File: src/design/rstc_pkg.sv
package rstc_pkg;

   localparam int          DATA_W         = 8;
   localparam int          ADDR_W         = 8;
   localparam int          CNT_W          = 24;

   localparam int          CLOCK_MHZ      = 25;
   localparam int          INIT_TIME_US   = 250;
   localparam int          SCAN_KB_US     = 500;
   localparam int          INIT_CYCLES    = INIT_TIME_US * CLOCK_MHZ;
   localparam int          SCAN_KB_CYCLES = SCAN_KB_US * CLOCK_MHZ;
   localparam int          SUT_STEP_CYC   = 1600;
   localparam int          UNLOCK_INSNS   = 4;

   localparam logic [ADDR_W-1:0] ADDR_CAUSE   = 8'h00;
   localparam logic [ADDR_W-1:0] ADDR_TRIGGER = 8'h01;

   localparam int          FLAG_POR       = 0;
   localparam int          FLAG_BOD       = 1;
   localparam int          FLAG_EXT       = 2;
   localparam int          FLAG_WDT       = 3;
   localparam int          FLAG_SW        = 4;
   localparam int          FLAG_DBG       = 5;
   localparam int          FLAG_W         = 6;
   localparam int          TRIGGER_BIT    = 0;

   localparam logic [FLAG_W-1:0] FLAGS_AFTER_POR = 6'h01;
   localparam logic [FLAG_W-1:0] FLAGS_NONE      = 6'h00;
   localparam logic [DATA_W-1:0] DATA_ZERO       = 8'h00;
   localparam logic [2:0]        UNLOCK_CLOSED   = 3'h0;
   localparam logic [2:0]        UNLOCK_OPEN     = 3'h4;

   typedef enum logic [1:0] {
      ST_RUN  = 2'b00,
      ST_HOLD = 2'b01,
      ST_INIT = 2'b10
   } rstc_state_type;

   typedef struct packed {
      logic power_on;
      logic brownout;
      logic ext_reset_n;
      logic watchdog;
      logic debug_port;
   } rstc_sources_type;

   typedef struct packed {
      logic       ext_reset_en;
      logic [2:0] start_up_time_fuse;
      logic       memory_scan_source_fuse;
      logic [3:0] scan_kbytes;
   } rstc_fuses_type;

   typedef struct packed {
      logic core;
      logic debug_port;
      logic config_keep;
      logic override_off;
      logic fuse_reload;
   } rstc_resets_type;

endpackage : rstc_pkg

File: src/design/rstc_reset_controller.sv
module rstc_reset_controller
   import rstc_pkg::*;
#(
   parameter int INIT_CYC     = INIT_CYCLES,
   parameter int SCAN_KB_CYC  = SCAN_KB_CYCLES,
   parameter int SUT_STEP_CYC_P = SUT_STEP_CYC
) (
   input  wire logic                     clock,
   input  wire logic                     srst,
   input  wire rstc_pkg::rstc_sources_type sources,
   input  wire rstc_pkg::rstc_fuses_type fuses,
   input  wire logic                     unlock_key_written,
   input  wire logic                     instruction_done,
   input  wire logic [rstc_pkg::ADDR_W-1:0] addr,
   input  wire logic [rstc_pkg::DATA_W-1:0] wdata,
   input  wire logic                     wr_stb,
   input  wire logic                     rd_stb,
   output rstc_pkg::rstc_resets_type     resets,
   output logic [rstc_pkg::DATA_W-1:0]   rdata
);
   import rstc_pkg::*;

   rstc_state_type         state_q, state_d;
   logic [CNT_W-1:0]       cnt_q, cnt_d;
   logic                   scope_dbg_q, scope_dbg_d;
   logic                   scope_cfg_q, scope_cfg_d;
   logic                   boot_pending_q, boot_pending_d;
   rstc_fuses_type         fuse_q, fuse_d;
   rstc_resets_type        resets_q, resets_d;
   logic [FLAG_W-1:0]      flags_q, flags_d;
   logic [2:0]             unlock_q, unlock_d;
   logic [DATA_W-1:0]      rdata_q, rdata_d;

   logic                   ext_active;
   logic                   level_active;
   logic                   sw_request;
   logic                   any_request;
   logic                   trig_write;
   logic [FLAG_W-1:0]      flag_set;
   logic [FLAG_W-1:0]      flag_clr;
   logic [CNT_W-1:0]       init_total;

   // pin reset only counts when the fuse copy enables it
   assign ext_active   = fuse_q.ext_reset_en & ~sources.ext_reset_n;
   assign level_active = sources.power_on | sources.brownout | ext_active
                         | sources.debug_port;
   assign trig_write   = wr_stb & (addr == ADDR_TRIGGER);
   // protected write only acts inside the unlock window
   assign sw_request   = trig_write & wdata[TRIGGER_BIT]
                         & (unlock_q != UNLOCK_CLOSED);
   assign any_request  = level_active | sources.watchdog | sw_request;

   // init time: base plus start-up fuse steps plus optional scan per kilobyte
   // taken from the live fuses, as the copy follows them a cycle late while held
   assign init_total = CNT_W'(INIT_CYC)
                     + CNT_W'(fuses.start_up_time_fuse) * CNT_W'(SUT_STEP_CYC_P)
                     + (fuses.memory_scan_source_fuse
                        ? CNT_W'(fuses.scan_kbytes) * CNT_W'(SCAN_KB_CYC)
                        : CNT_W'(0));

   // sequencer: no clock gating or sleep input, so it runs in every mode
   always_comb begin
      state_d        = state_q;
      cnt_d          = cnt_q;
      scope_dbg_d    = scope_dbg_q;
      scope_cfg_d    = scope_cfg_q;
      boot_pending_d = boot_pending_q;
      fuse_d         = fuse_q;
      case (state_q)
         ST_RUN: begin
            if (any_request) begin
               state_d = ST_HOLD;
            end
         end
         ST_HOLD: begin
            // fuse copies follow the fuses while held, so release loads fresh values
            fuse_d = fuses;
            if (!level_active) begin
               state_d = ST_INIT;
               cnt_d   = init_total;
            end
         end
         ST_INIT: begin
            if (any_request) begin
               state_d = ST_HOLD;
            end else if (cnt_q <= CNT_W'(1)) begin
               state_d        = ST_RUN;
               boot_pending_d = 1'b0;
            end else begin
               cnt_d = cnt_q - CNT_W'(1);
            end
         end
         default: begin
            state_d = ST_HOLD;
         end
      endcase
      if (state_d == ST_RUN) begin
         scope_dbg_d = 1'b0;
         scope_cfg_d = 1'b0;
      end else begin
         // widest scope seen since entering reset decides what is held
         if (sources.power_on || sources.brownout) begin
            scope_dbg_d = 1'b1;
         end
         if (sources.power_on) begin
            scope_cfg_d    = 1'b1;
            boot_pending_d = 1'b1;
         end
      end
   end

   always_comb begin
      resets_d.core         = (state_d != ST_RUN);
      resets_d.debug_port   = (state_d != ST_RUN) & scope_dbg_d;
      resets_d.config_keep  = (state_d != ST_RUN) & scope_cfg_d;
      resets_d.override_off = sources.power_on;
      resets_d.fuse_reload  = (state_q == ST_HOLD) & (state_d == ST_INIT);
   end

   always_ff @(posedge clock) begin
      if (srst) begin
         state_q        <= ST_HOLD;
         cnt_q          <= '0;
         scope_dbg_q    <= 1'b1;
         scope_cfg_q    <= 1'b1;
         boot_pending_q <= 1'b1;
         fuse_q         <= '0;
         resets_q       <= '1;
      end else begin
         state_q        <= state_d;
         cnt_q          <= cnt_d;
         scope_dbg_q    <= scope_dbg_d;
         scope_cfg_q    <= scope_cfg_d;
         boot_pending_q <= boot_pending_d;
         fuse_q         <= fuse_d;
         resets_q       <= resets_d;
      end
   end

   // cause flags: a set in the same cycle as a clear wins, but sets are dropped while boot_pending_q is high
   always_comb begin
      flag_set           = FLAGS_NONE;
      flag_set[FLAG_BOD] = sources.brownout;
      flag_set[FLAG_EXT] = ext_active;
      flag_set[FLAG_WDT] = sources.watchdog;
      flag_set[FLAG_SW]  = sw_request;
      flag_set[FLAG_DBG] = sources.debug_port;
      flag_clr = FLAGS_NONE;
      if (wr_stb && addr == ADDR_CAUSE) begin
         flag_clr = wdata[FLAG_W-1:0];
      end
      if (sources.power_on) begin
         flags_d = FLAGS_AFTER_POR;
      end else if (boot_pending_q) begin
         flags_d = flags_q & ~flag_clr;
      end else begin
         flags_d = (flags_q & ~flag_clr) | flag_set;
      end
   end

   always_ff @(posedge clock) begin
      if (srst) begin
         flags_q <= FLAGS_AFTER_POR;
      end else begin
         flags_q <= flags_d;
      end
   end

   // unlock window counts retired instructions; a trigger write closes it unless the key is written in the same cycle
   always_comb begin
      unlock_d = unlock_q;
      if (unlock_key_written) begin
         unlock_d = UNLOCK_OPEN;
      end else if (trig_write) begin
         unlock_d = UNLOCK_CLOSED;
      end else if (instruction_done && unlock_q != UNLOCK_CLOSED) begin
         unlock_d = unlock_q - 3'h1;
      end
   end

   always_ff @(posedge clock) begin
      if (srst) begin
         unlock_q <= UNLOCK_CLOSED;
      end else begin
         unlock_q <= unlock_d;
      end
   end

   // read data stands only in the cycle after the strobe
   always_comb begin
      rdata_d = DATA_ZERO;
      if (rd_stb) begin
         if (addr == ADDR_CAUSE) begin
            rdata_d = {{(DATA_W-FLAG_W){1'b0}}, flags_q};
         end else if (addr == ADDR_TRIGGER) begin
            rdata_d = DATA_ZERO;
         end else begin
            rdata_d = DATA_ZERO;
         end
      end
   end

   always_ff @(posedge clock) begin
      if (srst) begin
         rdata_q <= DATA_ZERO;
      end else begin
         rdata_q <= rdata_d;
      end
   end

   assign resets = resets_q;
   assign rdata  = rdata_q;

endmodule : rstc_reset_controller

File: config.mk
export PLATFORM = sky130hd
export DESIGN_NAME = rstc_reset_controller
export DESIGN_NICKNAME = d
export VERILOG_FILES = /design/src/design/rstc_pkg.sv /design/src/design/rstc_reset_controller.sv
export SDC_FILE = /design/constraint.sdc
export NUM_CORES = 1
export LEC_CHECK = 0
export BUFFER_PORTS_ARGS = -buffer_cell sky130_fd_sc_hd__buf_2
export CAP_MARGIN = 20
export CORE_MARGIN = 4
export CORE_UTILIZATION = 50
export CTS_BUF_LIST = sky130_fd_sc_hd__clkbuf_2 sky130_fd_sc_hd__clkbuf_4 sky130_fd_sc_hd__clkbuf_8
export CTS_CLUSTER_SIZE = 10
export DETAILED_ROUTE_END_ITERATION = 12
export PLACE_DENSITY = 0.81
export SLEW_MARGIN = 30
export SYNTH_ARGS = -nofsm -noshare
export SYNTH_HDL_FRONTEND = slang
export SYNTH_SLANG_ARGS = --single-unit
export TNS_END_PERCENT = 5
File: constraint.sdc
create_clock -name clock -period 4.9 [get_ports clock]
set_input_delay 0.735 -clock clock [delete_from_list [all_inputs] [get_ports clock]]
set_output_delay 0.735 -clock clock [all_outputs]
set_load 0.02 [all_outputs]
==> results by group, run 1 <==
Run status
  – Status: complete, no violations

Final layout
  – Most frequent cells in the layout: dfxtp_1 (48), nor2_1 (47), ha_1 (46)
  – Ant diodes: 0
  – Final #Nets: 600
  – Commonest non-fill, non-tap cell in the layout: dfxtp_1
  – Layout cell share with drive strength beyond 1: between 10% and 20%
  – Number of fill cells: roughly 680
  – Synthesis-to-layout area growth: 12.66%

Setup path
  – Max FO, Critical Path: 3
  – Critical Path RT: roughly 5.1 ns
  – WP data arrival: around 4.8 ns
  – Critical path type: input pin to register
  – Crit path launch type: input pin
  – CP endpoint kind: register

Power and ir drop
  – Combinational Power Share: 40.1%
  – Clock power share: 22.2%
  – P_leak: 1.850 nW
  – Switching power share of the total: a little over a third
  – Peak supply drop: about 0.00011 V
  – Switching pwr: a little under 0.4 mW
  – PwrDens: ~270 mW/mm2
  – Final Power: 1.107 mW
  – Internal: 0.7146 mW
  – Sequential share of power: between 30% and 40%

CTS
  – Clk_lat worst skew: 0.31 ns
  – Root buffer cell: clkbuf_8
  – TritonCTS clock tree: done
  – Setup bufs post-CTS: 0
  – Hold_buf cts: 0
  – H-tree Lvls: 2
  – Clk sinks: 48
  – CTS buffer count: 5
  – Clock transition at path regs: 0.09 ns
  – Post-CTS resize count: 0
  – Worst-case clock buffer depth: 2

Die
  – I/O pins: 49
  – Initial Utilization: 51.09%
  – Die Y: approximately 94 um
  – Row cnt: 31
  – Core area: between 0.007 and 0.008 mm2
  – DIE WIDTH: approximately 94 um
  – DIE AREA: around 0.009 mm2

Drt
  – DR iter-0 viols: about 240
  – Routed len/inst: 13.11 um
  – WL final: between 8000 and 9000 um
  – Drt pass-1 iters: 4
  – Met2 routed WL: between 3000 and 4000 um
  – Wire length on met3: 330 um
  – Routed Antenna Nets: 0
  – Routed vias: ~3400
  – M1 wire length: 3683 um
  – Highest Signal Layer: met4
  – DRC viols: 0
  – Via density: roughly 5.6

STA
  – Worst Slack Setup Final: around 0.33 ns
  – Final setup violation count: 0
  – Fin. Hold Viols: 0
  – Tmin final: 4.571 ns
  – Worst-Margin Slew: roughly 0.97 ns
  – Relative slew margins: 35.19%
  – Setup Skew: between 0.01 and 0.015 ns
  – Max Slew Vio Count: 0
  – RSZ-0062 raised after global routing: no
  – Final Cycle Share: between 90 and 100%
  – Fmax: 0.2188 GHz

Synth
  – Synth top area cells: dfxtp_1 (26%), ha_1 (16%), nor2_1 (4.8%)
  – Area share of and/or/nand/nor cells after synthesis: between 20% and 30%
  – Number of synthesized register bits: 48
  – Avg Inst Size Synth: between 7 and 8 um2
  – Post-Syn Instances: 470
  – Fraction of registers with async set/reset: 0%
  – Post-synthesis xor/xnor area fraction: around 5.7%
  – Compound-Gate Fraction of Synth Area: 21.72%
  – Number of synthesized flops with an enable pin: 0
  – Yosys warning count: 0
  – Top FF cell, synth: dfxtp_1
  – Post-Synth Adder-Cell Area: between 10% and 20%
  – Synth cell types: 59
  – Sequential cell area fraction in the yosys report: around a quarter
  – Cell Area, Synth: between 0.003 and 0.004 mm2
  – Yosys top cell area share: 26.07%
  – Cell taking the most area after synthesis: dfxtp_1
  – Mux cell area share after synthesis: less than 1%
  – Largest family of logic cells by synthesized area: simple AND/OR/NAND/NOR gates

Flow run
  – Max-cap violations: 0

GRT
  – First-pass GRT wire length: between 10000 and 15000 um
  – Gr usage total: approximately a fifth
  – Vias in the first global route: 3276
  – Largest net degree at the start of global routing: 32
  – Initial antenna violation count: 0
  – GRT overflow: 0

Placement
  – Hpwl dp: about 6300 um
  – GP Congestion: roughly 0.87
  – Port Buffers: 44
  – Pre-CTS WS: -0.08677 ns

Min path
  – Hold Crit Class: register to register
[area by class of cell]
cell class,instances,area [um2],share of cell area (%)
clock inverter,2,15.01,0.3616
timing repair buffer,58,325.3,7.834
inverter,31,116.4,2.802
tap,99,123.9,2.983
multi-input combinational,374,2529,60.89
clock buffer,6,82.58,1.989
sequential,48,960.9,23.14
[power by group through the flow]
stage | sequential, mW | clock, mW | combinational [mW]
finish | 0.417 | 0.246 | 0.444
global route | 0.420 | 0.271 | 0.503
CTS | 0.417 | 0.256 | 0.441
detailed placement | 0.426 | 0 | 0.437
global placement | 0.425 | 0 | 0.427
floorplan | 0.424 | 0 | 0.314
[layer usage]
metal | track usage [%] | vias to the layer above
li1 | - | 1775
met1 | 24.22 | 1596
met2 | 33.06 | 64
met3 | 3.125 | 12
met4 | 5.415 | 0
met5 | 0 | -
[final timing paths]
path / cells after the start / to / from / slack [ns]
min reg2reg: 1 / rdata[4]$_SDFF_PP0_ / flags_q[4]$_SDFF_PP0_ / 0.46
min: 1 / rdata[4]$_SDFF_PP0_ / flags_q[4]$_SDFF_PP0_ / 0.46
max reg2reg: 7 / cnt_q[22]$_SDFFE_PP0P_ / state_q[1]$_SDFF_PP0_ / 2.05
max: 20 / cnt_q[17]$_SDFFE_PP0P_ / fuses[1] / 0.33
[cell families (layout without fill, tap and decap cells)]
| logic type | after synthesis | in the layout |
|---|---|---|
| compound gates | 124 | 124 |
| xor+xnor | 24 | 24 |
| fa+ha+maj | 46 | 46 |
| buf+inv | 49 | 97 |
| flops | 48 | 48 |
| mux | 1 | 1 |
| other cells | 1 | 2 |
| simple gates | 177 | 177 |
[stage by stage]
step | hold slack, ns | instances | instance area, um2 | utilization (%) | setup TNS [ns]
floorplan | 0.4229 | 471 | 3690 | - | 0
global placement | 0.4338 | 610 | 4040 | 56.00 | -0.04415
detailed placement | 0.4388 | 610 | 4040 | 56.00 | -0.1462
CTS | 0.4597 | 618 | 4138 | 57.35 | 0
global route | 0.4846 | 618 | 4153 | 57.56 | 0
finish | 0.4577 | 618 | 4153 | 57.56 | 0
[Yosys cell counts, types with 2 or more instances]
cell type  instances
xor2_1            11
nor3b_1            4
o21bai_1           3
inv_1             30
a21oi_1           32
a31oi_1            5
nand2_2            2
nor2_1            47
nor2b_1            5
and3_1             2
ha_1              46
buf_6              2
a41o_1             2
nand2b_1          10
a22oi_1            3
a221oi_1           5
clkbuf_1          11
nand2_1           38
nor3_1            17
and4b_1            2
o21a_1             4
a211oi_1           4
o211ai_1           6
nand4_1            5
or3_1              4
o31ai_1            3
buf_4              4
o21ai_0           33
dfxtp_1           48
a211o_1            3
nor4_1             9
nand3_1            9
a21o_1             6
and2_1            15
xnor2_1           13
o22ai_1            3
nand3b_1           2
[worst max-delay path, cell delays in order]
cell,delay [ns]
buf_2,0.12
ha_1,0.21
xor2_1,0.15
ha_1,0.18
a21o_1,0.16
ha_1,0.29
a211oi_1,0.31
o21bai_1,0.14
and2_1,0.18
o211ai_1,0.18
xor2_1,0.08
and2_1,0.16
ha_1,0.27
ha_1,0.33
a21o_1,0.18
a31o_2,0.22
a221oi_2,0.31
nor3_1,0.11
a211o_1,0.24
a221oi_1,0.23
[sequential cells by signal, indices dropped and copies added, names as in the netlist]
register and cells:
unlock_q 3, cnt_q 24, state_q 2, scope_cfg_q 1, fuse_q 1, scope_dbg_q 1
resets 3, flags_q 6, rdata 6, boot_pending_q 1
Power figures use the tool's default switching activity.
==> run 2, diff against run 1 <==
BUFFER_PORTS_ARGS = -buffer_cell sky130_fd_sc_hd__buf_4   (was -buffer_cell sky130_fd_sc_hd__buf_2)
PLACE_DENSITY = unset   (was 0.81)
PLACE_DENSITY_LB_ADDON = 0.08   (was unset)
==> run 2 against run 1 <==
Net effect: setup slack better by 0.043 ns; register-to-register slack better by 0.26 ns; fmax up 0.94%; combinational power up 6.5%; die area unchanged; wire length up 6.4%; clock skew down 0.0027 ns; worst hold slack worse by 0.0026 ns; largest cell class unchanged.
==> results by group, run 2 (synthesized netlist as in run 1, its figures left out) <==
Final layout
  – Synthesis-to-layout area growth: 17.85% (was 12.66%)
  – Final non-filler cell total: 628 (was 618)
  – Final Cell Area: 0.004344 mm2 (was 0.004153 mm2)
  – Largest Register: cnt_q (unchanged)
  – Area occupied by registers: 960.9 um2 (unchanged)
  – Multi-input gate area: 0.002535 mm2 (was 0.002529 mm2)
  – Ant diodes: 0 (unchanged)
  – Commonest non-fill, non-tap cell in the layout: buf_4 (was dfxtp_1)
  – Final #Nets: 610 (was 600)
  – Largest register FFs: 24 (unchanged)
  – Utilization after layout: 60.22% (was 57.56%)
  – Most frequent cells in the layout: buf_4 (68), dfxtp_1 (48), nor2_1 (47) (was dfxtp_1 (48), nor2_1 (47), ha_1 (46))
  – Number of fill cells: 717 (was 678)
  – Layout cell share with drive strength beyond 1: 17.01% (was 15.03%)

STA
  – RSZ-0062 raised after global routing: no (unchanged)
  – Final setup violation count: 0 (unchanged)
  – Fmax: 0.2208 GHz (was 0.2188 GHz)
  – Worst-Margin Slew: 0.9291 ns (was 0.9721 ns)
  – Tmin final: 4.529 ns (was 4.571 ns)
  – Relative slew margins: 37.83% (was 35.19%)
  – Setup Skew: 0.01009 ns (was 0.01284 ns)
  – Fin. Hold Viols: 0 (unchanged)
  – Worst Slack Setup Final: 0.3713 ns (was 0.3287 ns)
  – Final Cycle Share: 92.42% (was 93.29%)
  – Hold slack: 0.4551 ns (was 0.4577 ns)
  – Setup TNS: 0 ns (unchanged)
  – Max Slew Vio Count: 0 (unchanged)

Placement
  – Placed cell count: 620 (was 610)
  – Pre-CTS WS: -0.06292 ns (was -0.08677 ns)
  – Hpwl dp: 6832 um (was 6301 um)
  – Port Buffers: 44 (unchanged)
  – GP Congestion: 0.8586 (was 0.8664)
  – Placed Area: 0.004234 mm2 (was 0.004040 mm2)

GRT
  – Vias in the first global route: 3343 (was 3276)
  – Gr busiest metal: met2 (unchanged)
  – Met1 Track Usage GR: 28.02% (was 24.22%)
  – First-pass GRT wire length: 14890 um (was 14000 um)
  – Gr usage total: 20.25% (was 19.05%)
  – Global routing usage on met2: 32.76% (was 33.06%)
  – Initial antenna violation count: 0 (unchanged)
  – GRT overflow: 0 (unchanged)
  – GRT met3 Usage: 3.766% (was 3.125%)
  – Largest net degree at the start of global routing: 32 (unchanged)

Setup path
  – CP endpoint kind: register (unchanged)
  – Max FO, Critical Path: 3 (unchanged)
  – Slowest-stage cell, CP: ha_1 (unchanged)
  – Crit path buffers/inverters: 3 (was 1)
  – Delay-heaviest family, CP: compound AO/OA/AOI/OAI gates (unchanged)
  – WP data arrival: 4.72 ns (was 4.78 ns)
  – Most Frequent Cell on Critical Path: ha_1 (unchanged)
  – Critical Path RT: 5.09 ns (was 5.11 ns)
  – Crit path launch type: input pin (unchanged)
  – CP cell instances: buf_4 -> ha_1 -> xor2_1 -> ha_1 -> a21o_1 -> ha_1 -> a211oi_2 -> o21bai_1 -> and2_1 -> o211ai_1 -> xor2_1 -> and2_1 -> ha_1 -> ha_1 -> a21o_1 -> a31o_2 -> a221oi_2 -> buf_4 -> buf_4 -> xor2_1 -> a221oi_1 -> nor2_1 (was buf_2 -> ha_1 -> xor2_1 -> ha_1 -> a21o_1 -> ha_1 -> a211oi_1 -> o21bai_1 -> and2_1 -> o211ai_1 -> xor2_1 -> and2_1 -> ha_1 -> ha_1 -> a21o_1 -> a31o_2 -> a221oi_2 -> nor3_1 -> a211o_1 -> a221oi_1)
  – Crit path largest cell delay: 0.33 ns (about the same)
  – Critical path type: input pin to register (unchanged)

CTS
  – Hold_buf cts: 0 (unchanged)
  – CTS buffer count: 5 (unchanged)
  – H-tree Lvls: 2 (unchanged)
  – TritonCTS clock tree: done (unchanged)
  – Clk sinks: 48 (unchanged)
  – Worst-case clock buffer depth: 2 (unchanged)
  – Clock transition at path regs: 0.09 ns (about the same)
  – Root buffer cell: clkbuf_8 (unchanged)
  – Clk_lat worst skew: 0.30 ns (was 0.31 ns)

Power and ir drop
  – Final Power: 1.138 mW (was 1.107 mW)
  – P_leak: 1.939 nW (was 1.850 nW)
  – PwrDens: 262.1 mW/mm2 (was 266.6 mW/mm2)
  – Peak supply drop: 0.0001634 V (was 0.0001081 V)

Min path
  – Hold Crit Class: register to register (unchanged)

Drt
  – Via density: 5.532 (was 5.578)
  – WL final: 8622 um (was 8102 um)
  – Routed vias: 3474 (was 3447)
  – DRC viols: 0 (unchanged)
  – Routed len/inst: 13.73 um (was 13.11 um)
  – Routed Antenna Nets: 0 (unchanged)
  – DR iter-0 viols: 162 (was 243)
  – Drt pass-1 iters: 4 (unchanged)

Die
  – Die Y: 93.86 um (unchanged)
  – Row cnt: 31 (unchanged)
  – DIE WIDTH: 93.86 um (unchanged)
  – Core area: 0.007214 mm2 (unchanged)
  – DIE AREA: 0.008810 mm2 (unchanged)
  – I/O pins: 49 (unchanged)
  – Initial Utilization: 51.09% (unchanged)

Run status
  – Status: complete, no violations (unchanged)

Flow run
  – Max-cap violations: 0 (unchanged)
[run 2: final cells by class]
| class | count | share of cell area [%] |
|---|---|---|
| multi-input cells | 374 | 58.35 |
| flip-flops and latches | 48 | 22.12 |
| repair buffers | 68 | 11.75 |
| well taps | 99 | 2.851 |
| inverters | 31 | 2.679 |
| clock buffers | 7 | 2.074 |
| clock inverters | 1 | 0.1728 |
[run 2: final timing paths]
| path | from | to | slack [ns] | cells past startpoint |
|---|---|---|---|---|
| setup reg to reg | state_q[1]$_SDFF_PP0_ | cnt_q[22]$_SDFFE_PP0P_ | 2.31 | 7 |
| hold / removal | flags_q[3]$_SDFF_PP0_ | rdata[3]$_SDFF_PP0_ | 0.46 | 1 |
| setup / recovery | fuses[1] | cnt_q[15]$_SDFFE_PP0P_ | 0.37 | 22 |
| hold reg to reg | flags_q[3]$_SDFF_PP0_ | rdata[3]$_SDFF_PP0_ | 0.46 | 1 |
[run 2: power by group]
| part | leakage (nW) | internal, mW | switching [mW] |
|---|---|---|---|
| Sequential | 0.390 | 0.404 | 0.0135 |
| Combinational | 1.50 | 0.218 | 0.255 |
| Clock | 0.0479 | 0.120 | 0.128 |
| Total | 1.94 | 0.742 | 0.396 |
[run 2: what timing repair did]
action,4_1_cts,5_1_grt
buffers inserted,0,0
resized for setup,0,4
endpoints found under the hold margin,0,0
setup endpoints to repair,0,3
[run 2: metal layers]
layer  wire [um]  up-vias
li1            -     1798
met1        4275     1604
met2        3878       62
met3         369       10
met4          99        0
met5           0        -
==> run 3, diff against run 2 <==
CORE_ASPECT_RATIO = 0.6   (was unset)
clock period = 4.95 ns   (was 4.9 ns; I/O delays follow)
==> run 3 against run 2 <==
Net effect: final cell count fell by 2.4%; clock-buffer cell count fell by 2; non-clock buffer count fell by 3; register-to-register slack got worse by 0.23 ns; sequential share of layout area rose by 0.19 points; combinational power fell by 3%; cell area fell by 0.84%; power rose by 2.6%; critical path type unchanged.
==> results by group, run 3 (synthesized netlist as in run 1, its figures left out) <==
STA
  – Fmax: about 0.21 GHz
  – Setup Skew: 0.01409 ns (was 0.01009 ns)
  – Worst Slack Setup Final: 0.2842 ns (was 0.3713 ns)
  – Setup TNS: 0 ns (unchanged)
  – Final Cycle Share: between 90% and 100%
  – RSZ-0062 raised after global routing: no (unchanged)
  – Max Slew Vio Count: 0 (unchanged)
  – Final setup violation count: 0 (unchanged)
  – Hold slack: 0.4524 ns (was 0.4551 ns)
  – Worst-Margin Slew: 0.9682 ns (was 0.9291 ns)
  – Relative slew margins: 35.46% (was 37.83%)
  – Tmin final: between 4 and 5 ns
  – Fin. Hold Viols: 0 (unchanged)

Final layout
  – Layout cell share with drive strength beyond 1: 15.78% (was 17.01%)
  – Area occupied by registers: 960.9 um2 (unchanged)
  – Largest Register: cnt_q (unchanged)
  – Commonest non-fill, non-tap cell in the layout: buf_4 (unchanged)
  – Largest register FFs: 24 (unchanged)
  – Utilization after layout: 62.37% (was 60.22%)
  – Final Cell Area: 0.004308 mm2 (was 0.004344 mm2)
  – Final non-filler cell total: 613 (was 628)
  – Synthesis-to-layout area growth: 16.87% (was 17.85%)
  – Final #Nets: 607 (was 610)
  – Most frequent cells in the layout: buf_4 (65), dfxtp_1 (48), nor2_1 (47) (was buf_4 (68), dfxtp_1 (48), nor2_1 (47))
  – Number of fill cells: 624 (was 717)
  – Ant diodes: 0 (unchanged)
  – Multi-input gate area: 0.002519 mm2 (was 0.002535 mm2)

Die
  – DIE WIDTH: 118.8 um (was 93.86 um)
  – Core area: 0.006907 mm2 (was 0.007214 mm2)
  – Die Y: 74.51 um (was 93.86 um)
  – I/O pins: 49 (unchanged)
  – Initial Utilization: 53.37% (was 51.09%)
  – DIE AREA: 0.008855 mm2 (was 0.008810 mm2)
  – Row cnt: 23 (was 31)

Setup path
  – Critical Path RT: 5.16 ns (was 5.09 ns)
  – Slowest-stage cell, CP: ha_1 (unchanged)
  – Max FO, Critical Path: 3 (unchanged)
  – Delay-heaviest family, CP: compound AO/OA/AOI/OAI gates (unchanged)
  – Crit path launch type: input pin (unchanged)
  – Crit path largest cell delay: 0.33 ns (about the same)
  – Most Frequent Cell on Critical Path: ha_1 (unchanged)
  – CP endpoint kind: register (unchanged)
  – Critical path type: input pin to register (unchanged)
  – WP data arrival: 4.87 ns (was 4.72 ns)
  – Crit path buffers/inverters: 3 (unchanged)
  – CP cell instances: buf_4 -> ha_1 -> xor2_1 -> ha_1 -> a21o_1 -> ha_1 -> a211oi_2 -> o21bai_1 -> and2_1 -> o211ai_1 -> xor2_1 -> and2_1 -> ha_1 -> ha_1 -> a21o_1 -> a31o_2 -> a221oi_1 -> buf_4 -> buf_4 -> xor2_1 -> a221oi_1 -> nor2_1 (was buf_4 -> ha_1 -> xor2_1 -> ha_1 -> a21o_1 -> ha_1 -> a211oi_2 -> o21bai_1 -> and2_1 -> o211ai_1 -> xor2_1 -> and2_1 -> ha_1 -> ha_1 -> a21o_1 -> a31o_2 -> a221oi_2 -> buf_4 -> buf_4 -> xor2_1 -> a221oi_1 -> nor2_1)

Drt
  – Routed len/inst: 14.76 um (was 13.73 um)
  – Routed vias: 3548 (was 3474)
  – DRC viols: 0 (unchanged)
  – Drt pass-1 iters: 5 (was 4)
  – Routed Antenna Nets: 0 (unchanged)
  – WL final: 9045 um (was 8622 um)
  – Via density: 5.788 (was 5.532)
  – DR iter-0 viols: 304 (was 162)

GRT
  – GRT met3 Usage: 4.255% (was 3.766%)
  – Initial antenna violation count: 0 (unchanged)
  – Largest net degree at the start of global routing: 32 (unchanged)
  – GRT overflow: 0 (unchanged)
  – Vias in the first global route: 3137 (was 3343)
  – First-pass GRT wire length: 14930 um (was 14890 um)
  – Gr usage total: 20.68% (was 20.25%)
  – Gr busiest metal: met1 (was met2)
  – Global routing usage on met2: 28.62% (was 32.76%)
  – Met1 Track Usage GR: 33.07% (was 28.02%)

CTS
  – H-tree Lvls: 2 (unchanged)
  – Root buffer cell: clkbuf_8 (unchanged)
  – Clk sinks: 48 (unchanged)
  – CTS buffer count: 5 (unchanged)
  – Clk_lat worst skew: 0.32 ns (was 0.30 ns)
  – Hold_buf cts: 0 (unchanged)
  – Worst-case clock buffer depth: 2 (unchanged)
  – Clock transition at path regs: 0.10 ns (was 0.09 ns)
  – TritonCTS clock tree: done (unchanged)

Run status
  – Status: complete, no violations (unchanged)

Placement
  – GP Congestion: 0.8651 (was 0.8586)
  – Placed Area: 0.004188 mm2 (was 0.004234 mm2)
  – Placed cell count: 605 (was 620)
  – Pre-CTS WS: -0.08994 ns (was -0.06292 ns)
  – Hpwl dp: 7180 um (was 6832 um)
  – Port Buffers: 44 (unchanged)

Flow run
  – Max-cap violations: 0 (unchanged)

Power and ir drop
  – Peak supply drop: 0.0001702 V (was 0.0001634 V)
  – Final Power: 1.168 mW (was 1.138 mW)
  – P_leak: 1.927 nW (was 1.939 nW)
  – PwrDens: 271.1 mW/mm2 (was 262.1 mW/mm2)

Min path
  – Hold Crit Class: register to register (unchanged)
run 3: cell count changes in the layout (fill, tap and decap cells not counted), sizes merged:
cell	previous run	this run
buf	68	65
bufinv	0	1
clkbuf	7	5
inv	30	31
run 3: worst paths after layout:
check / cells after the start / end / slack, ns / startpoint
setup / recovery: 22 / cnt_q[15]$_SDFFE_PP0P_ / 0.28 / fuses[1]
setup reg to reg: 9 / cnt_q[22]$_SDFFE_PP0P_ / 2.08 / cnt_q[0]$_SDFFE_PP0P_
hold / removal: 1 / rdata[0]$_SDFF_PP0_ / 0.45 / flags_q[0]$_SDFF_PP1_
hold reg to reg: 1 / rdata[0]$_SDFF_PP0_ / 0.45 / flags_q[0]$_SDFF_PP1_
run 3: cell type report:
cell class | count | share of cell area, %
repair buffers | 65 | 11.33
clock inverters | 3 | 1.075
multi-input cells | 374 | 58.47
well taps | 87 | 2.527
inverters | 31 | 2.701
flip-flops and latches | 48 | 22.31
clock buffers | 5 | 1.597
run 3: power by group:
| part | leakage (nW) | internal [mW] | switching (mW) |
|---|---|---|---|
| combinational | 1.48 | 0.209 | 0.250 |
| clock | 0.0548 | 0.152 | 0.143 |
| sequential | 0.390 | 0.400 | 0.0134 |
| total | 1.93 | 0.761 | 0.407 |
run 3: metal layers:
metal  share of wire [%]  wire (um)
met5                   0          0
met4                0.21         19
met3                 7.7        699
met2                  38       3403
met1                  54       4923
run 3: repair_timing:
item                                    4_1_cts  5_1_grt
endpoints found under the setup margin        0        2
buffers inserted                              0        0
gates resized for setup                       0        2
